### src/hw/gpio_pkg.sv
// Package: register map, field positions and reset values of the GPIO block
package gpio_pkg;
   localparam int ADDR_W = 8;
   localparam int DATA_W = 32;
   localparam int PORT_W = 8;
   // Register byte addresses are four times the printed index
   localparam logic [7:0] IDX_PORT0_DATA = 8'h00;
   localparam logic [7:0] IDX_PORT1_DATA = 8'h01;
   localparam logic [7:0] IDX_AUX_LEVELS = 8'h02;
   localparam logic [7:0] IDX_PORT0_SEL_LO = 8'h0a;
   localparam logic [7:0] IDX_PORT0_SEL_HI = 8'h0b;
   localparam logic [7:0] IDX_PORT1_SEL_LO = 8'h0c;
   localparam logic [7:0] IDX_PORT1_SEL_HI = 8'h0d;
   localparam logic [7:0] IDX_PIN_EVT_STATUS0 = 8'h10;
   localparam logic [7:0] IDX_PIN_EVT_STATUS1 = 8'h11;
   localparam logic [7:0] IDX_PIN_EVT_MASK0 = 8'h12;
   localparam logic [7:0] IDX_PIN_EVT_MASK1 = 8'h13;
   localparam logic [7:0] IDX_AUX_MODE = 8'h14;
   localparam logic [7:0] RESET_BYTE = 8'h00;
   // Auxiliary port bit positions
   localparam int AUX_BIT_DPLUS = 5;
   localparam int AUX_BIT_DMINUS = 4;
   localparam int AUX_BIT_CRYSTAL = 1;
   localparam int AUX_BIT_REGULATOR = 0;
   // Aux mode register bits
   localparam int AUX_MODE_INT_CLK = 0;
   localparam int AUX_MODE_KBD_SERIAL = 1;
   localparam logic [1:0] AUX_MODE_RESET = 2'h0;
   localparam int SYNC_STAGES = 2;
endpackage

### src/hw/gpio_pin_cell.sv
// One pin's driver decode: data and two drive select bits to driver enables
module gpio_pin_cell (
   input wire logic i_data,
   input wire logic i_drive_select_lo,
   input wire logic i_drive_select_hi,
   output logic o_pullup_resistor_switch,
   output logic o_pulldown_driver,
   output logic [1:0] o_sink_class,
   output logic o_high_side_driver,
   output logic o_ttl_threshold
);
   always_comb begin
      o_pullup_resistor_switch = 1'b0;
      o_pulldown_driver = 1'b0;
      o_high_side_driver = 1'b0;
      o_sink_class = {i_drive_select_hi, i_drive_select_lo};
      case ({i_data, i_drive_select_hi, i_drive_select_lo})
         3'b000, 3'b100: begin
            o_sink_class = 2'h0;
         end
         3'b010: begin
            o_pulldown_driver = 1'b1;
         end
         3'b001: begin
            o_pulldown_driver = 1'b1;
         end
         3'b011: begin
            o_pulldown_driver = 1'b1;
         end
         3'b101, 3'b111: begin
            o_high_side_driver = 1'b1;
            o_sink_class = 2'h0;
         end
         3'b110: begin
            o_pullup_resistor_switch = 1'b1;
            o_sink_class = 2'h0;
         end
         default: begin
            o_sink_class = 2'h0;
         end
      endcase
   end

   assign o_ttl_threshold = i_data & ~i_drive_select_hi & ~i_drive_select_lo;
endmodule // gpio_pin_cell

### src/hw/gpio_ports.sv
// GPIO block: two ports, auxiliary input port, Wishbone slave, pin events
//
// Notes on behaviour
// - First port 8 bits; second 2 or 8
// - Writes store drive; reads return pin levels
// - Every general bit can raise an event
// - Pin drive depends only on own bits
// - Reset clears data and select registers
// - Select 00 leaves pin undriven
// - Hi=1 lo=0 data 0: weak sink
// - Hi=0 lo=1 data 0: medium sink
// - Both select, data 0: strong sink
// - Lo=1 data 1: high side only
// - Hi=1 lo=0 data 1: pull-up only
// - TTL only for data 1, select 00
// - Auxiliary port is input only, TTL
// - Aux bits 5,4 are D+ and D-
// - Aux bit 1 is crystal input level when aux mode bit 0 set, else 0
// - Aux bit 0 is regulator pin level when aux mode bit 1 set, else 0
module gpio_ports
   import gpio_pkg::*;
#(
   parameter int SECOND_PORT_W = 8
) (
   input wire logic i_ref_clk,
   input wire logic i_reset,
   input wire logic i_wb_cyc,
   input wire logic i_wb_stb,
   input wire logic i_wb_we,
   input wire logic [gpio_pkg::ADDR_W-1:0] i_wb_adr,
   input wire logic [3:0] i_wb_sel,
   input wire logic [gpio_pkg::DATA_W-1:0] i_wb_dat,
   output logic [gpio_pkg::DATA_W-1:0] o_wb_dat,
   output logic o_wb_ack,
   output logic o_irq,
   input wire logic [7:0] i_first_port_pins,
   output logic [7:0] o_first_port_pins,
   output logic [7:0] o_first_port_pins_oe,
   output logic [7:0] o_first_port_pullup,
   output logic [15:0] o_first_port_sink_class,
   output logic [7:0] o_first_port_ttl,
   input wire logic [7:0] i_second_port_pins,
   output logic [7:0] o_second_port_pins,
   output logic [7:0] o_second_port_pins_oe,
   output logic [7:0] o_second_port_pullup,
   output logic [15:0] o_second_port_sink_class,
   output logic [7:0] o_second_port_ttl,
   output logic [15:0] o_pin_levels_to_irq,
   input wire logic i_usb_dplus,
   input wire logic i_usb_dminus,
   input wire logic i_crystal_input_pin,
   input wire logic i_regulator_output_pin,
   output logic o_aux_ttl_threshold
);
   import gpio_pkg::*;

   initial begin
      if (SECOND_PORT_W != 2 && SECOND_PORT_W != 8) begin
         $error("SECOND_PORT_W must be 2 or 8");
      end
   end

   localparam logic [7:0] P1_MASK = (SECOND_PORT_W == 8) ? 8'hff : 8'h03;

   typedef struct packed {
      logic [7:0] p0_data;
      logic [7:0] p1_data;
      logic [7:0] p0_sel_lo;
      logic [7:0] p0_sel_hi;
      logic [7:0] p1_sel_lo;
      logic [7:0] p1_sel_hi;
      logic [15:0] sync1;
      logic [15:0] sync2;
      logic [15:0] prev;
      logic [3:0] aux_sync1;
      logic [3:0] aux_sync2;
      logic [15:0] evt_status;
      logic [15:0] evt_mask;
      logic [1:0] aux_mode;
      logic ack;
      logic [31:0] rdat;
   } state_t;

   state_t s_q;
   state_t s_d;

   function automatic logic [7:0] reg_index(input logic [7:0] adr);
      reg_index = {2'h0, adr[7:2]};
   endfunction

   function automatic logic [7:0] lane0(input logic [3:0] sel,
                                        input logic [7:0] old,
                                        input logic [7:0] nw);
      lane0 = sel[0] ? nw : old;
   endfunction

   logic req;
   logic [7:0] idx;
   logic [7:0] wbyte;
   logic [7:0] aux_value;
   logic [15:0] edge_seen;

   assign req = i_wb_cyc & i_wb_stb & ~s_q.ack;
   assign idx = reg_index(i_wb_adr);
   assign wbyte = i_wb_dat[7:0];

   always_comb begin
      aux_value = 8'h00;
      aux_value[AUX_BIT_DPLUS] = s_q.aux_sync2[3];
      aux_value[AUX_BIT_DMINUS] = s_q.aux_sync2[2];
      aux_value[AUX_BIT_CRYSTAL] = s_q.aux_sync2[1]
         & s_q.aux_mode[AUX_MODE_INT_CLK];
      aux_value[AUX_BIT_REGULATOR] = s_q.aux_sync2[0]
         & s_q.aux_mode[AUX_MODE_KBD_SERIAL];
   end

   // Any level change is an event
   assign edge_seen = (s_q.sync2 ^ s_q.prev) & {P1_MASK, 8'hff};

   always_comb begin
      s_d = s_q;
      s_d.sync1 = {i_second_port_pins & P1_MASK, i_first_port_pins};
      s_d.sync2 = s_q.sync1;
      s_d.prev = s_q.sync2;
      s_d.aux_sync1 = {i_usb_dplus, i_usb_dminus, i_crystal_input_pin,
                       i_regulator_output_pin};
      s_d.aux_sync2 = s_q.aux_sync1;
      s_d.ack = req;
      s_d.rdat = 32'h0000_0000;
      if (req && !i_wb_we) begin
         case (idx)
            IDX_PORT0_DATA: s_d.rdat = {24'h0, s_q.sync2[7:0]};
            IDX_PORT1_DATA: s_d.rdat = {24'h0, s_q.sync2[15:8] & P1_MASK};
            IDX_AUX_LEVELS: s_d.rdat = {24'h0, aux_value};
            IDX_PIN_EVT_STATUS0: s_d.rdat = {24'h0, s_q.evt_status[7:0]};
            IDX_PIN_EVT_STATUS1: s_d.rdat = {24'h0, s_q.evt_status[15:8]};
            IDX_PIN_EVT_MASK0: s_d.rdat = {24'h0, s_q.evt_mask[7:0]};
            IDX_PIN_EVT_MASK1: s_d.rdat = {24'h0, s_q.evt_mask[15:8]};
            IDX_AUX_MODE: s_d.rdat = {30'h0, s_q.aux_mode};
            // Write-only select registers and holes read zero
            default: s_d.rdat = 32'h0000_0000;
         endcase
      end
      if (req && i_wb_we) begin
         case (idx)
            IDX_PORT0_DATA:
               s_d.p0_data = lane0(i_wb_sel, s_q.p0_data, wbyte);
            IDX_PORT1_DATA:
               s_d.p1_data = lane0(i_wb_sel, s_q.p1_data, wbyte & P1_MASK);
            IDX_PORT0_SEL_LO:
               s_d.p0_sel_lo = lane0(i_wb_sel, s_q.p0_sel_lo, wbyte);
            IDX_PORT0_SEL_HI:
               s_d.p0_sel_hi = lane0(i_wb_sel, s_q.p0_sel_hi, wbyte);
            IDX_PORT1_SEL_LO:
               s_d.p1_sel_lo = lane0(i_wb_sel, s_q.p1_sel_lo,
                                     wbyte & P1_MASK);
            IDX_PORT1_SEL_HI:
               s_d.p1_sel_hi = lane0(i_wb_sel, s_q.p1_sel_hi,
                                     wbyte & P1_MASK);
            IDX_PIN_EVT_STATUS0:
               if (i_wb_sel[0]) s_d.evt_status[7:0] = s_q.evt_status[7:0]
                  & ~wbyte;
            IDX_PIN_EVT_STATUS1:
               if (i_wb_sel[0]) s_d.evt_status[15:8] = s_q.evt_status[15:8]
                  & ~wbyte;
            IDX_PIN_EVT_MASK0:
               s_d.evt_mask[7:0] = lane0(i_wb_sel, s_q.evt_mask[7:0], wbyte);
            IDX_PIN_EVT_MASK1:
               s_d.evt_mask[15:8] = lane0(i_wb_sel, s_q.evt_mask[15:8],
                                          wbyte & P1_MASK);
            IDX_AUX_MODE:
               if (i_wb_sel[0]) s_d.aux_mode = wbyte[1:0];
            default: ;
         endcase
      end
      // Set wins over a same-cycle clear
      s_d.evt_status = s_d.evt_status | edge_seen;
   end

   always_ff @(posedge i_ref_clk or posedge i_reset) begin
      if (i_reset) begin
         s_q <= '0;
      end else begin
         s_q <= s_d;
      end
   end

   // Pin decode, one cell per pin
   logic [15:0] all_data;
   logic [15:0] all_lo;
   logic [15:0] all_hi;
   logic [15:0] pu;
   logic [15:0] pd;
   logic [15:0] hs;
   logic [15:0] ttl;
   logic [31:0] sink;
   assign all_data = {s_q.p1_data, s_q.p0_data};
   assign all_lo = {s_q.p1_sel_lo, s_q.p0_sel_lo};
   assign all_hi = {s_q.p1_sel_hi, s_q.p0_sel_hi};

   genvar g;
   generate
      for (g = 0; g < 16; g++) begin : g_pin
         gpio_pin_cell u_cell (
            .i_data(all_data[g]),
            .i_drive_select_lo(all_lo[g]),
            .i_drive_select_hi(all_hi[g]),
            .o_pullup_resistor_switch(pu[g]),
            .o_pulldown_driver(pd[g]),
            .o_sink_class(sink[2*g+1:2*g]),
            .o_high_side_driver(hs[g]),
            .o_ttl_threshold(ttl[g])
         );
      end
   endgenerate

   logic [15:0] impl;
   assign impl = {P1_MASK, 8'hff};
   // Output drives high for the high side driver, low for any sink
   assign o_first_port_pins = hs[7:0];
   assign o_first_port_pins_oe = (hs[7:0] | pd[7:0]);
   assign o_first_port_pullup = pu[7:0];
   assign o_first_port_sink_class = sink[15:0];
   assign o_first_port_ttl = ttl[7:0];
   assign o_second_port_pins = hs[15:8] & impl[15:8];
   assign o_second_port_pins_oe = (hs[15:8] | pd[15:8]) & impl[15:8];
   assign o_second_port_pullup = pu[15:8] & impl[15:8];
   assign o_second_port_sink_class = sink[31:16];
   assign o_second_port_ttl = ttl[15:8] & impl[15:8];
   // Pin levels forwarded to interrupt logic
   assign o_pin_levels_to_irq = s_q.sync2;
   assign o_aux_ttl_threshold = 1'b1;
   assign o_irq = |(s_q.evt_status & s_q.evt_mask);
   assign o_wb_ack = s_q.ack;
   assign o_wb_dat = s_q.rdat;

   property p_ack_one;
      @(posedge i_ref_clk) disable iff (i_reset)
         (i_wb_cyc && i_wb_stb && !o_wb_ack) |=> o_wb_ack ##1 !o_wb_ack;
   endproperty
   a_ack_one: assert property (p_ack_one) else $error("ack not single");

   property p_undriven;
      @(posedge i_ref_clk) disable iff (i_reset)
         (s_q.p0_sel_lo[0] == 1'b0 && s_q.p0_sel_hi[0] == 1'b0)
         |-> !o_first_port_pins_oe[0] && !o_first_port_pullup[0];
   endproperty
   a_undriven: assert property (p_undriven) else $error("pin driven");

   property p_sink;
      @(posedge i_ref_clk) disable iff (i_reset)
         (!s_q.p0_data[1] && (s_q.p0_sel_lo[1] || s_q.p0_sel_hi[1]))
         |-> o_first_port_pins_oe[1] && !o_first_port_pins[1]
         && o_first_port_sink_class[3:2] == {s_q.p0_sel_hi[1],
                                            s_q.p0_sel_lo[1]};
   endproperty
   a_sink: assert property (p_sink) else $error("sink wrong");

   property p_high;
      @(posedge i_ref_clk) disable iff (i_reset)
         (s_q.p0_data[2] && s_q.p0_sel_lo[2]) |-> o_first_port_pins[2]
         && o_first_port_pins_oe[2] && !o_first_port_pullup[2];
   endproperty
   a_high: assert property (p_high) else $error("high drive wrong");

   property p_pullup;
      @(posedge i_ref_clk) disable iff (i_reset)
         (s_q.p0_data[3] && s_q.p0_sel_hi[3] && !s_q.p0_sel_lo[3])
         |-> o_first_port_pullup[3] && !o_first_port_pins_oe[3];
   endproperty
   a_pullup: assert property (p_pullup) else $error("pullup wrong");

   property p_ttl;
      @(posedge i_ref_clk) disable iff (i_reset)
         o_first_port_ttl[4] == (s_q.p0_data[4] && !s_q.p0_sel_lo[4]
                                 && !s_q.p0_sel_hi[4]);
   endproperty
   a_ttl: assert property (p_ttl) else $error("threshold wrong");

   property p_read_pins;
      @(posedge i_ref_clk) disable iff (i_reset)
         (req && !i_wb_we && idx == IDX_PORT0_DATA)
         |=> o_wb_dat[7:0] == $past(s_q.sync2[7:0]);
   endproperty
   a_read_pins: assert property (p_read_pins) else $error("read wrong");

   property p_evt_set;
      @(posedge i_ref_clk) disable iff (i_reset)
         (edge_seen[0]) |=> s_q.evt_status[0];
   endproperty
   a_evt_set: assert property (p_evt_set) else $error("event lost");

   property p_p1_zero;
      @(posedge i_ref_clk) disable iff (i_reset)
         ((s_q.p1_data | s_q.p1_sel_lo | s_q.p1_sel_hi) & ~P1_MASK) == 8'h00;
   endproperty
   a_p1_zero: assert property (p_p1_zero) else $error("missing bit set");

   property p_aux_reserved;
      @(posedge i_ref_clk) disable iff (i_reset)
         (req && !i_wb_we && idx == IDX_AUX_LEVELS)
         |=> o_wb_dat[7:6] == 2'h0 && o_wb_dat[3:2] == 2'h0;
   endproperty
   a_aux_reserved: assert property (p_aux_reserved) else $error("aux rsv");
endmodule // gpio_ports

### config.mk
export PLATFORM = sky130hd
export DESIGN_NAME = gpio_ports
export DESIGN_NICKNAME = d
export VERILOG_FILES = /design/src/hw/gpio_pkg.sv /design/src/hw/gpio_pin_cell.sv /design/src/hw/gpio_ports.sv
export SDC_FILE = /design/constraint.sdc
export NUM_CORES = 1
export LEC_CHECK = 0
export BUFFER_PORTS_ARGS = -buffer_cell sky130_fd_sc_hd__buf_2
export CAP_MARGIN = 5
export CORE_MARGIN = 2
export CORE_UTILIZATION = 30
export CTS_CLUSTER_DIAMETER = 120
export CTS_CLUSTER_SIZE = 8
export DETAILED_ROUTE_END_ITERATION = 10
export SYNTH_ARGS = -nofsm -noshare
export SYNTH_HDL_FRONTEND = slang
export SYNTH_SLANG_ARGS = --single-unit
### constraint.sdc
create_clock -name i_ref_clk -period 5.86 [get_ports i_ref_clk]
set_clock_uncertainty 0.2 [all_clocks]
set_input_delay 1.172 -clock i_ref_clk [delete_from_list [all_inputs] [get_ports i_ref_clk]]
set_output_delay 1.172 -clock i_ref_clk [all_outputs]
set_load 0.05 [all_outputs]
# Word-level counts from Yosys, hierarchy flattened
# Cells that the tools add are included.
[classes]
add_sub_neg = 0
shifts = 0
reduce_logical = 78
order_cmp = 0
n_mux = 77
div = 0
multipliers = 0
eq_ne = 123
bitwise = 77
[ops]
columns = ["operator", "n"]
rows = [
  ["equality test 3 bit, second input constant", 64],
  ["equality test 3 x 2 -> 1 bit, second input constant", 32],
  ["OR reduction 5 bit", 16],
  ["2-to-1 mux 8 bit", 8],
  ["one-hot mux 8 bit (8 select lines)", 1],
  ["equality test 3 x 1 -> 1 bit, second input constant", 16],
  ["zero test 3 bit", 16],
  ["2-to-1 mux 1 bit", 48],
  ["OR reduction 3 bit", 16],
  ["AND 1 bit", 36],
  ["2-to-1 mux 2 bit", 18],
  ["2-to-1 mux 34 bit", 1],
  ["NOT 1 bit", 33],
  ["2-to-1 mux 32 bit", 1],
  ["OR reduction 2 bit", 16],
  ["equality test 6 x 5 -> 1 bit, second input constant", 5],
  ["AND reduction 3 bit", 9],
  ["equality test 6 x 4 -> 1 bit, second input constant", 4],
  ["AND 16 bit", 1],
  ["AND 8 bit", 2],
  ["bitwise OR 16 bit", 1],
  ["bitwise OR 8 bit", 2],
  ["OR reduction 16 bit", 1],
  ["bitwise XOR 16 bit", 1],
  ["other kinds (6)", 7],
]
[word_totals]
rom_bits = 0
latchBits = 0
mem_count = 0
regBits = 171
ramBits = 0
output_inout_bits = 147
elab_cells = 372

# Logic depth before layout (Yosys ltp)
# Gate-level depths: netlist of run 1.
[depth]
depth_word = 6
mapped_depth = 6
ltp_nobuf = 5

# Modules after synthesis
# Synthesis of run 1 repeated with hierarchy kept, for this count alone.
[unflattened]
hier_cells = 535
area_unflattened_um2 = 7039.3
[modules_own_cells]
columns = ["mod", "seq_area_each_um2", "instances", "area_per_inst_um2", "cells_per_inst"]
rows = [
  ["gpio_ports", 3678.5, 1, 6138.4, 439],
  ["gpio_pin_cell", 0.0, 16, 56.3, 6],
]

# Worst setup path after synthesis of run 1
# No wires, ideal clock.
[synth_timing]
kind = "in2reg"
from = "input i_wb_adr[4] (netlist name)"
to = "register s_q[37] (netlist name)"
setup_ns = 0.125
setup_slack_ns = 2.804
arrival_time_ns = 2.731
path_buffers = 1
stages = 5
path_cell_list = "buf_6 > or4b_4 > or3_4 > nor2_8 > mux2_2"
[synth_via]
elab_chain_cells = 2
[synth_rtl]
columns = ["element", "line", "source"]
rows = [
  ["from (decl)", "gpio_ports.sv:30", "input wire logic [gpio_pkg::ADDR_W-1:0] i_wb_adr,"],
  ["equality test 6 x 5 -> 1 bit", "gpio_ports.sv:145", "case (idx)"],
  ["AND reduction 3 bit (no source line)", "--", ""],
  ["to (signal assigned)", "gpio_ports.sv:182", "s_q <= '0;"],
  ["to (signal assigned)", "gpio_ports.sv:184", "s_q <= s_d;"],
  ["to (decl)", "gpio_ports.sv:84", "state_t s_q;"],
]
# Every way passes these cells.
# A chain may end at the register's enable or synchronous reset.

# Worst setup path in the final report of run 1
[layout_timing]
from = "register s_q[41] (netlist name)"
to = "output o_irq"
[layout_via]
elab_chain_cells = 2
[layout_rtl]
columns = ["element", "line", "source"]
rows = [
  ["AND 16 bit", "gpio_ports.sv:233", "assign o_irq = |(s_q.evt_status & s_q.evt_mask);"],
  ["OR reduction 16 bit", "gpio_ports.sv:233", ""],
  ["to (decl)", "gpio_ports.sv:35", "output logic o_irq,"],
]
# Every way passes these cells.

==> metrics, run 1 <==
critical setup path kind flop to output pin; clock-pin slew on the worst setup and hold paths 0.06 ns; # fillers 2,243; CP Depth 4; gpl congestion 0.8051; Final min period 3.199 ns; Clock Latency Late Sink 0.42 ns; CP endpoint kind output pin; critical path fanouts, max 3; die width 156.9 um; gr usage total 12.86%; Arr. time, crit path 1.83 ns; number of H-tree levels 4; Yosys top cell area share 52.44%; clock root cell clkbuf_16; Post-CTS Setup Bufs 0; layout cells sized above 1 44.79%; Max-cap violations 0; HPWL after DPL 11.19 mm; Final period util 54.60%; outcome finished, final reports clean; Logic pwr share 10.1%; max_slew headroom 40.14%; VDD IR-drop max 0.1938 mV; sw power 0.6607 mW; Core ar. 22,780 sq um; Flop pwr share 43.3%; syn_area_per_cell 12.22 sq um; Worst-Margin Slew 0.8970 ns; Post-Route Setup TNS 0 ns; Slew Limit Fails 0; standard-cell rows 55; FMAX 312.6 MHz; critical path startpoint category flop; die area 24,620 sq um; Crit-path slowest cell dfrtp_1; Max stage delay on crit path 0.39 ns; Syn. warnings 0; clock share of power 46.6%; CTS Buf Count 17; vias in the first global route 4,035; RSZ-0062 raised after global routing false; input/output buffers 161; main combinational cell family by area after synthesis multiplexers; compound-cell area share of the yosys netlist 4.335%; post-DR wirelength/cell 15.67 um; PostCTS Resize Cnt 0; Post-Synth XOR/XNOR Area 1.998%; FF+latch count, synth 147; Hold Path Class flop to flop; Synth Area in Adders 0%; Longest Clk Path Bufs 2; R2R cell count 5; Routed WL 15.60 mm; Yosys cell types 41; Initial Util 30.79%; Seq/Total Area, Yosys 52.44%; initial antenna violation count 3; I/O pin total 216; Vias 4,281; Seq. cell area 3679 sq um; # DRC 0; CTS tree done; area of the multi-input gates 2541 sq um; Final Util 35.81%; Vias/cell 4.298; Area growth, synth to finish 16.30%; sw frac 26.77%; cell family with most CP delay compound AO/OA/AOI/OAI gates; ranking of synthesized cells by area dfrtp_1, mux2_2, buf_4; total clock sinks 147; Final Hold Fails 0; P per Cell Area 302.5 nW/um^2; Bufs and invs on worst path 1; CP Cell Sequence a22o_1 -> a221oi_1 -> nand4_1 -> buf_2; post-synthesis mux area share 14.38%; Iter 0 DRT Violations 216; Req. time, crit path 4.49 ns; Cell Int Power 1.807 mW; first-pass GRT wire length 23.44 mm; Routed Antenna Nets 0; Mapped Area 7014 sq um; Synth Instances 574; largest net degree at the start of global routing 63; hold path depth 0; leakage 4.090 nW; Yosys top cell by area dfrtp_1; gr ovfl total 0; DRT Pass-1 Iters 4; Power Total 2.468 mW; post-synthesis simple-gate area fraction 14.18%; Final setup viols 0; cts hold-fix bufs 0; # nets final 737; Die Ht 156.9 um
[logic make-up after synthesis]
family	Yosys count
compound gates	41
xor+xnor	16
buf+inv	134
flops	147
mux	82
other cells	2
simple gates	152
[sequential cells by signal, indices dropped and copies added (netlist names)]
signal / flops
s_q: 52
s_d: 20
all_data: 16
all_hi: 16
all_lo: 16
o_pin_levels_to_irq: 16
o_wb_dat: 8
aux_value: 2
o_wb_ack: 1
[per-layer routing]
layer | global-route usage [%] | wire length (um) | share of wire (%) | vias up
li1 | - | - | - | 2022
met1 | 16.08 | 6929 | 44 | 2099
met2 | 20.86 | 7417 | 48 | 140
met3 | 4.213 | 989 | 6.3 | 18
met4 | 4.587 | 253 | 1.6 | 2
met5 | 0 | 12 | 0.077 | -
[final timing paths]
kind | from | end | slack (ns)
setup / recovery | s_q[41] | o_irq | 2.66
hold / removal | s_d[91] | o_pin_levels_to_irq[0] | 0.15
setup reg to reg | o_wb_ack | all_lo[8] | 3.38
hold reg to reg | s_d[91] | o_pin_levels_to_irq[0] | 0.15
max in group asynchronous | i_reset | all_hi[15] | 3.86
min in group asynchronous | i_reset | s_q[82] | 0.52
[power groups by stage]
stage	combinational [mW]	clock (mW)	sequential (mW)
2_1_floorplan	0.219	0	1.08
3_3_place_gp	0.250	0	1.09
3_5_place_dp	0.253	0	1.09
4_1_cts	0.253	1.19	1.07
5_1_grt	0.267	1.23	1.07
6_report	0.249	1.15	1.07
[cell usage in the layout (no fill, tap or decap), types with 2 or more instances in the layout]
cell,n
a22o_1,4
xor2_1,16
nor3_1,17
nand2b_1,2
mux2_2,68
nand2_1,22
and2_1,16
inv_6,6
mux2i_1,4
clkbuf_16,17
nor2_1,8
diode_2,2
a221oi_1,4
clkbuf_8,2
a21o_1,16
bufinv_16,3
a21oi_1,3
nor2b_1,33
nor2_8,2
o22ai_1,4
nor4_4,2
or2_2,18
conb_1,25
mux2_1,2
nand4_1,2
a22oi_1,8
nor3_2,5
inv_1,21
mux4_2,8
buf_2,161
buf_4,3
nor3b_1,17
dfrtp_1,147
clkinvlp_4,4
[through the flow]
| stage | instance area (sq um) | std cells | setup WS (ns) | hold WS [ns] |
|---|---|---|---|---|
| 6_report | 8158 | 996 | 2.661 | 0.1482 |
| 5_1_grt | 8155 | 995 | 2.566 | 0.1550 |
| 4_1_cts | 8153 | 994 | 2.617 | 0.1482 |
| 3_5_place_dp | 7527 | 962 | 2.376 | 0.1347 |
| 3_3_place_gp | 7527 | 962 | 2.388 | 0.1310 |
| 2_1_floorplan | 7101 | 597 | 0.5367 | 0.1312 |
[synth_stat cells (all sizes together)]
cell type,count
a21o,16
a21oi,3
a221oi,4
a22o,4
a22oi,8
and2,16
and3b,1
buf,108
clkbuf,4
conb,2
dfrtp,147
inv,22
mux2,70
mux2i,4
mux4,8
nand2,22
nand2b,2
nand3,1
nand3b,1
nand4,2
nor2,10
nor2b,33
nor3,23
nor3b,17
nor4,3
o2111ai,1
o21ai,1
o22ai,4
or2,18
or3,1
or4,1
or4b,1
xor2,16
[final cells by class]
type | count | area share, %
inverter | 22 | 1.074
antenna | 2 | 0.06135
multi-input combinational | 316 | 31.15
clock inverter | 13 | 2.117
tap | 313 | 4.801
sequential | 147 | 45.09
clock buffer | 19 | 5.552
timing repair buffer | 164 | 10.15
[worst reg2reg max path: stages, from the launching register on]
cell,delay [ns]
dfrtp_1,0.40
nand3b_4,0.22
inv_1,0.16
nand4_1,0.26
nor3_2,0.73
mux2_2,0.41
(Power assumes the default switching activity.)
==> run 2, diff against run 1 <==
ABC_AREA = 1   (was not set)
clock period = 2.7 ns   (was 5.86 ns; I/O delays follow)
==> run 2 against run 1 <==
Against the previous run: final cell count rose by 26%; area after synthesis fell by 0.27%; synthesized cell count rose by 41%; critical endpoint unchanged; largest power group unchanged.
==> metrics, run 2 <==
clock-pin slew on the worst setup and hold paths 0.06 ns (about the same); gr usage total 14.14% (+1.3 points); syn_area_per_cell 8.636 sq um (-29%); P per Cell Area 644.3 nW/um^2 (+110%); largest net degree at the start of global routing 117 (+86%); Max-cap violations 0 (unchanged); FF+latch count, synth 147 (unchanged); gpl congestion 0.8787 (+9.1%); Longest Clk Path Bufs 2 (unchanged); VDD IR-drop max 0.4359 mV (+120%); ys flop type dfrtp_1; Commonest cells post-synth nand2_1, dfrtp_1, buf_4; vias in the first global route 4,993 (+24%); FMAX 436.3 MHz; Yosys cell types 26 (-37%); die width 156.7 um (-0.13%); critical setup path kind flop to output pin; Synth Instances 810 (+41%); I/O pin total 216 (unchanged); Req. time, crit path 1.96 ns (-2.53 ns); Yosys top cell by area dfrtp_1; largest reg by FF count s_q; cell family with most CP delay flip-flops; input/output buffers 161 (unchanged); Power Total 5.401 mW (+120%); Seq/Total Area, Yosys 52.58% (+0.14 points); RSZ-0062 raised after global routing false; non-filler cells in the finished layout 1,258 (+26%); critical path fanouts, max 3 (unchanged); Final min period 2.292 ns; number of H-tree levels 4 (unchanged); critical path startpoint category flop; total clock sinks 147 (unchanged); ranking of synthesized cells by area dfrtp_1, buf_4, nand2_1; Vias/cell 4.227 (-1.7%); post-DR wirelength/cell 13.22 um (-16%); asr flop ratio synth 100.0% (unchanged); Placed Instance Area 7564 sq um (+0.48%); Max stage delay on crit path 0.40 ns (about the same); Routed Antenna Nets 0 (unchanged); Yosys top cell area share 52.58% (+0.14 points); Post-Route Setup TNS 0 ns (unchanged); PostCTS Resize Cnt 0 (unchanged); Die Ht 156.7 um (-0.13%); Final Hold Fails 0 (unchanged); Hold Path Class input pin to flop; Area growth, synth to finish 19.82%; Post-synth EDFFs 0 (unchanged); Worst-Margin Slew 0.6208 ns (-0.2761 ns); standard-cell rows 55 (unchanged); clock root cell clkbuf_16; die area 24,550 sq um (-0.26%); leakage 4.310 nW (+5.4%); Mapped Area 6995 sq um (-0.27%); Syn. warnings 0 (unchanged); Hold Slack 0.02094 ns (-0.1273 ns); Routed WL 16.63 mm (+6.6%); Arr. time, crit path 1.55 ns (-0.28 ns); CTS Buf Count 17 (unchanged); Largest register FFs 52 (unchanged); Clock Latency Late Sink 0.43 ns (about the same); initial antenna violation count 2 (-1); outcome finished, final reports clean; final std cell area, no fill 8382 sq um (+2.7%); Vias 5,317 (+24%); gr ovfl total 0 (unchanged); CTS tree done; Final period util 84.88%; Core ar. 22,780 sq um (unchanged); HPWL after DPL 12.29 mm (+9.8%); most frequent cells in the layout nand2_1, buf_2, dfrtp_1, nor2_1, inv_1; first-pass GRT wire length 26.63 mm (+14%); CP endpoint kind output pin; # nets final 1,000 (+36%); Slew Limit Fails 0 (unchanged); Final setup viols 0 (unchanged); Iter 0 DRT Violations 292 (+35%); Initial Util 30.71% (-0.082 points); DRT Pass-1 Iters 5 (+1); layout cells sized above 1 24.58% (-20 points); Bufs and invs on worst path 1 (unchanged); Placed Cells incl. Taps 1,207 (+25%); most common cell after layout, fill and taps aside nand2_1; top-count cell post-synth nand2_1; max_slew headroom 58.61% (+18 points); Crit-path slowest cell dfrtp_1; # DRC 0 (unchanged); CP Cell Sequence a22o_1 -> a21oi_1 -> nand3_1 -> buf_2
## run 2: repair_timing
action | 4_1_cts | 5_1_grt
setup buffers | 0 | 0
hold buffers | 16 | 2
endpoints found under the hold margin | 21 | 2
## run 2: area by class of cell
type                    instances  area [sq um]
fillers                      2327         14400
flip-flops and latches        147          3679
multi-input cells             498          2307
repair buffers                188          1066
clock buffers                  17         425.4
well taps                     313         391.6
inverters                      79         300.3
clock inverters                15         210.2
diodes                          1         2.502
## run 2: cell families (layout without fill, tap and decap cells)
logic type	count (synthesis)	count (layout)	share of synthesized area, %
xor+xnor	16	16	2.003
compound gates	97	97	7.172
other cells	2	26	0.1074
buf+inv	188	299	15.67
flops	147	147	52.58
simple gates	360	360	22.46
## run 2: per-layer routing
| layer | wire, um | GRT usage (%) |
|---|---|---|
| met1 | 7941 | 18.88 |
| met2 | 7523 | 22.56 |
| met3 | 976 | 3.877 |
| met4 | 180 | 3.932 |
| met5 | 11 | 0 |
## run 2: path summary, 6_finish.rpt
kind	from	to	slack, ns	depth (start not counted)
max	s_q[49]	o_irq	0.41	4
min	i_first_port_pins[7]	s_d[98]	0.02	1
max reg2reg	o_wb_ack	all_hi[0]	0.69	6
min reg2reg	s_d[98]	o_pin_levels_to_irq[7]	0.15	0
max in group asynchronous	i_reset	all_hi[11]	1.07	4
min in group asynchronous	i_reset	o_pin_levels_to_irq[15]	0.38	3
## run 2: worst reg2reg max path: stages, from the launching register on
cell and delay (ns):
dfrtp_1 0.41, nor3_2 0.35, nand2_1 0.14, inv_2 0.20, nand3_2 0.35, nand2_1 0.16, o21ai_1 0.08
## run 2: stage by stage
stage / setup WS, ns / utilization, %
2_1_floorplan: 0.1130 / -
3_3_place_gp: 0.3915 / 33.21
3_5_place_dp: 0.3719 / 33.21
4_1_cts: 0.3780 / 36.70
5_1_grt: 0.3267 / 36.80
6_report: 0.4081 / 36.80
## run 2: report_power, final
group          internal [mW]  switching (mW)  leakage [nW]
clock                   1.50            1.02         0.313
combinational          0.129           0.421          2.16
sequential              2.27          0.0536          1.83
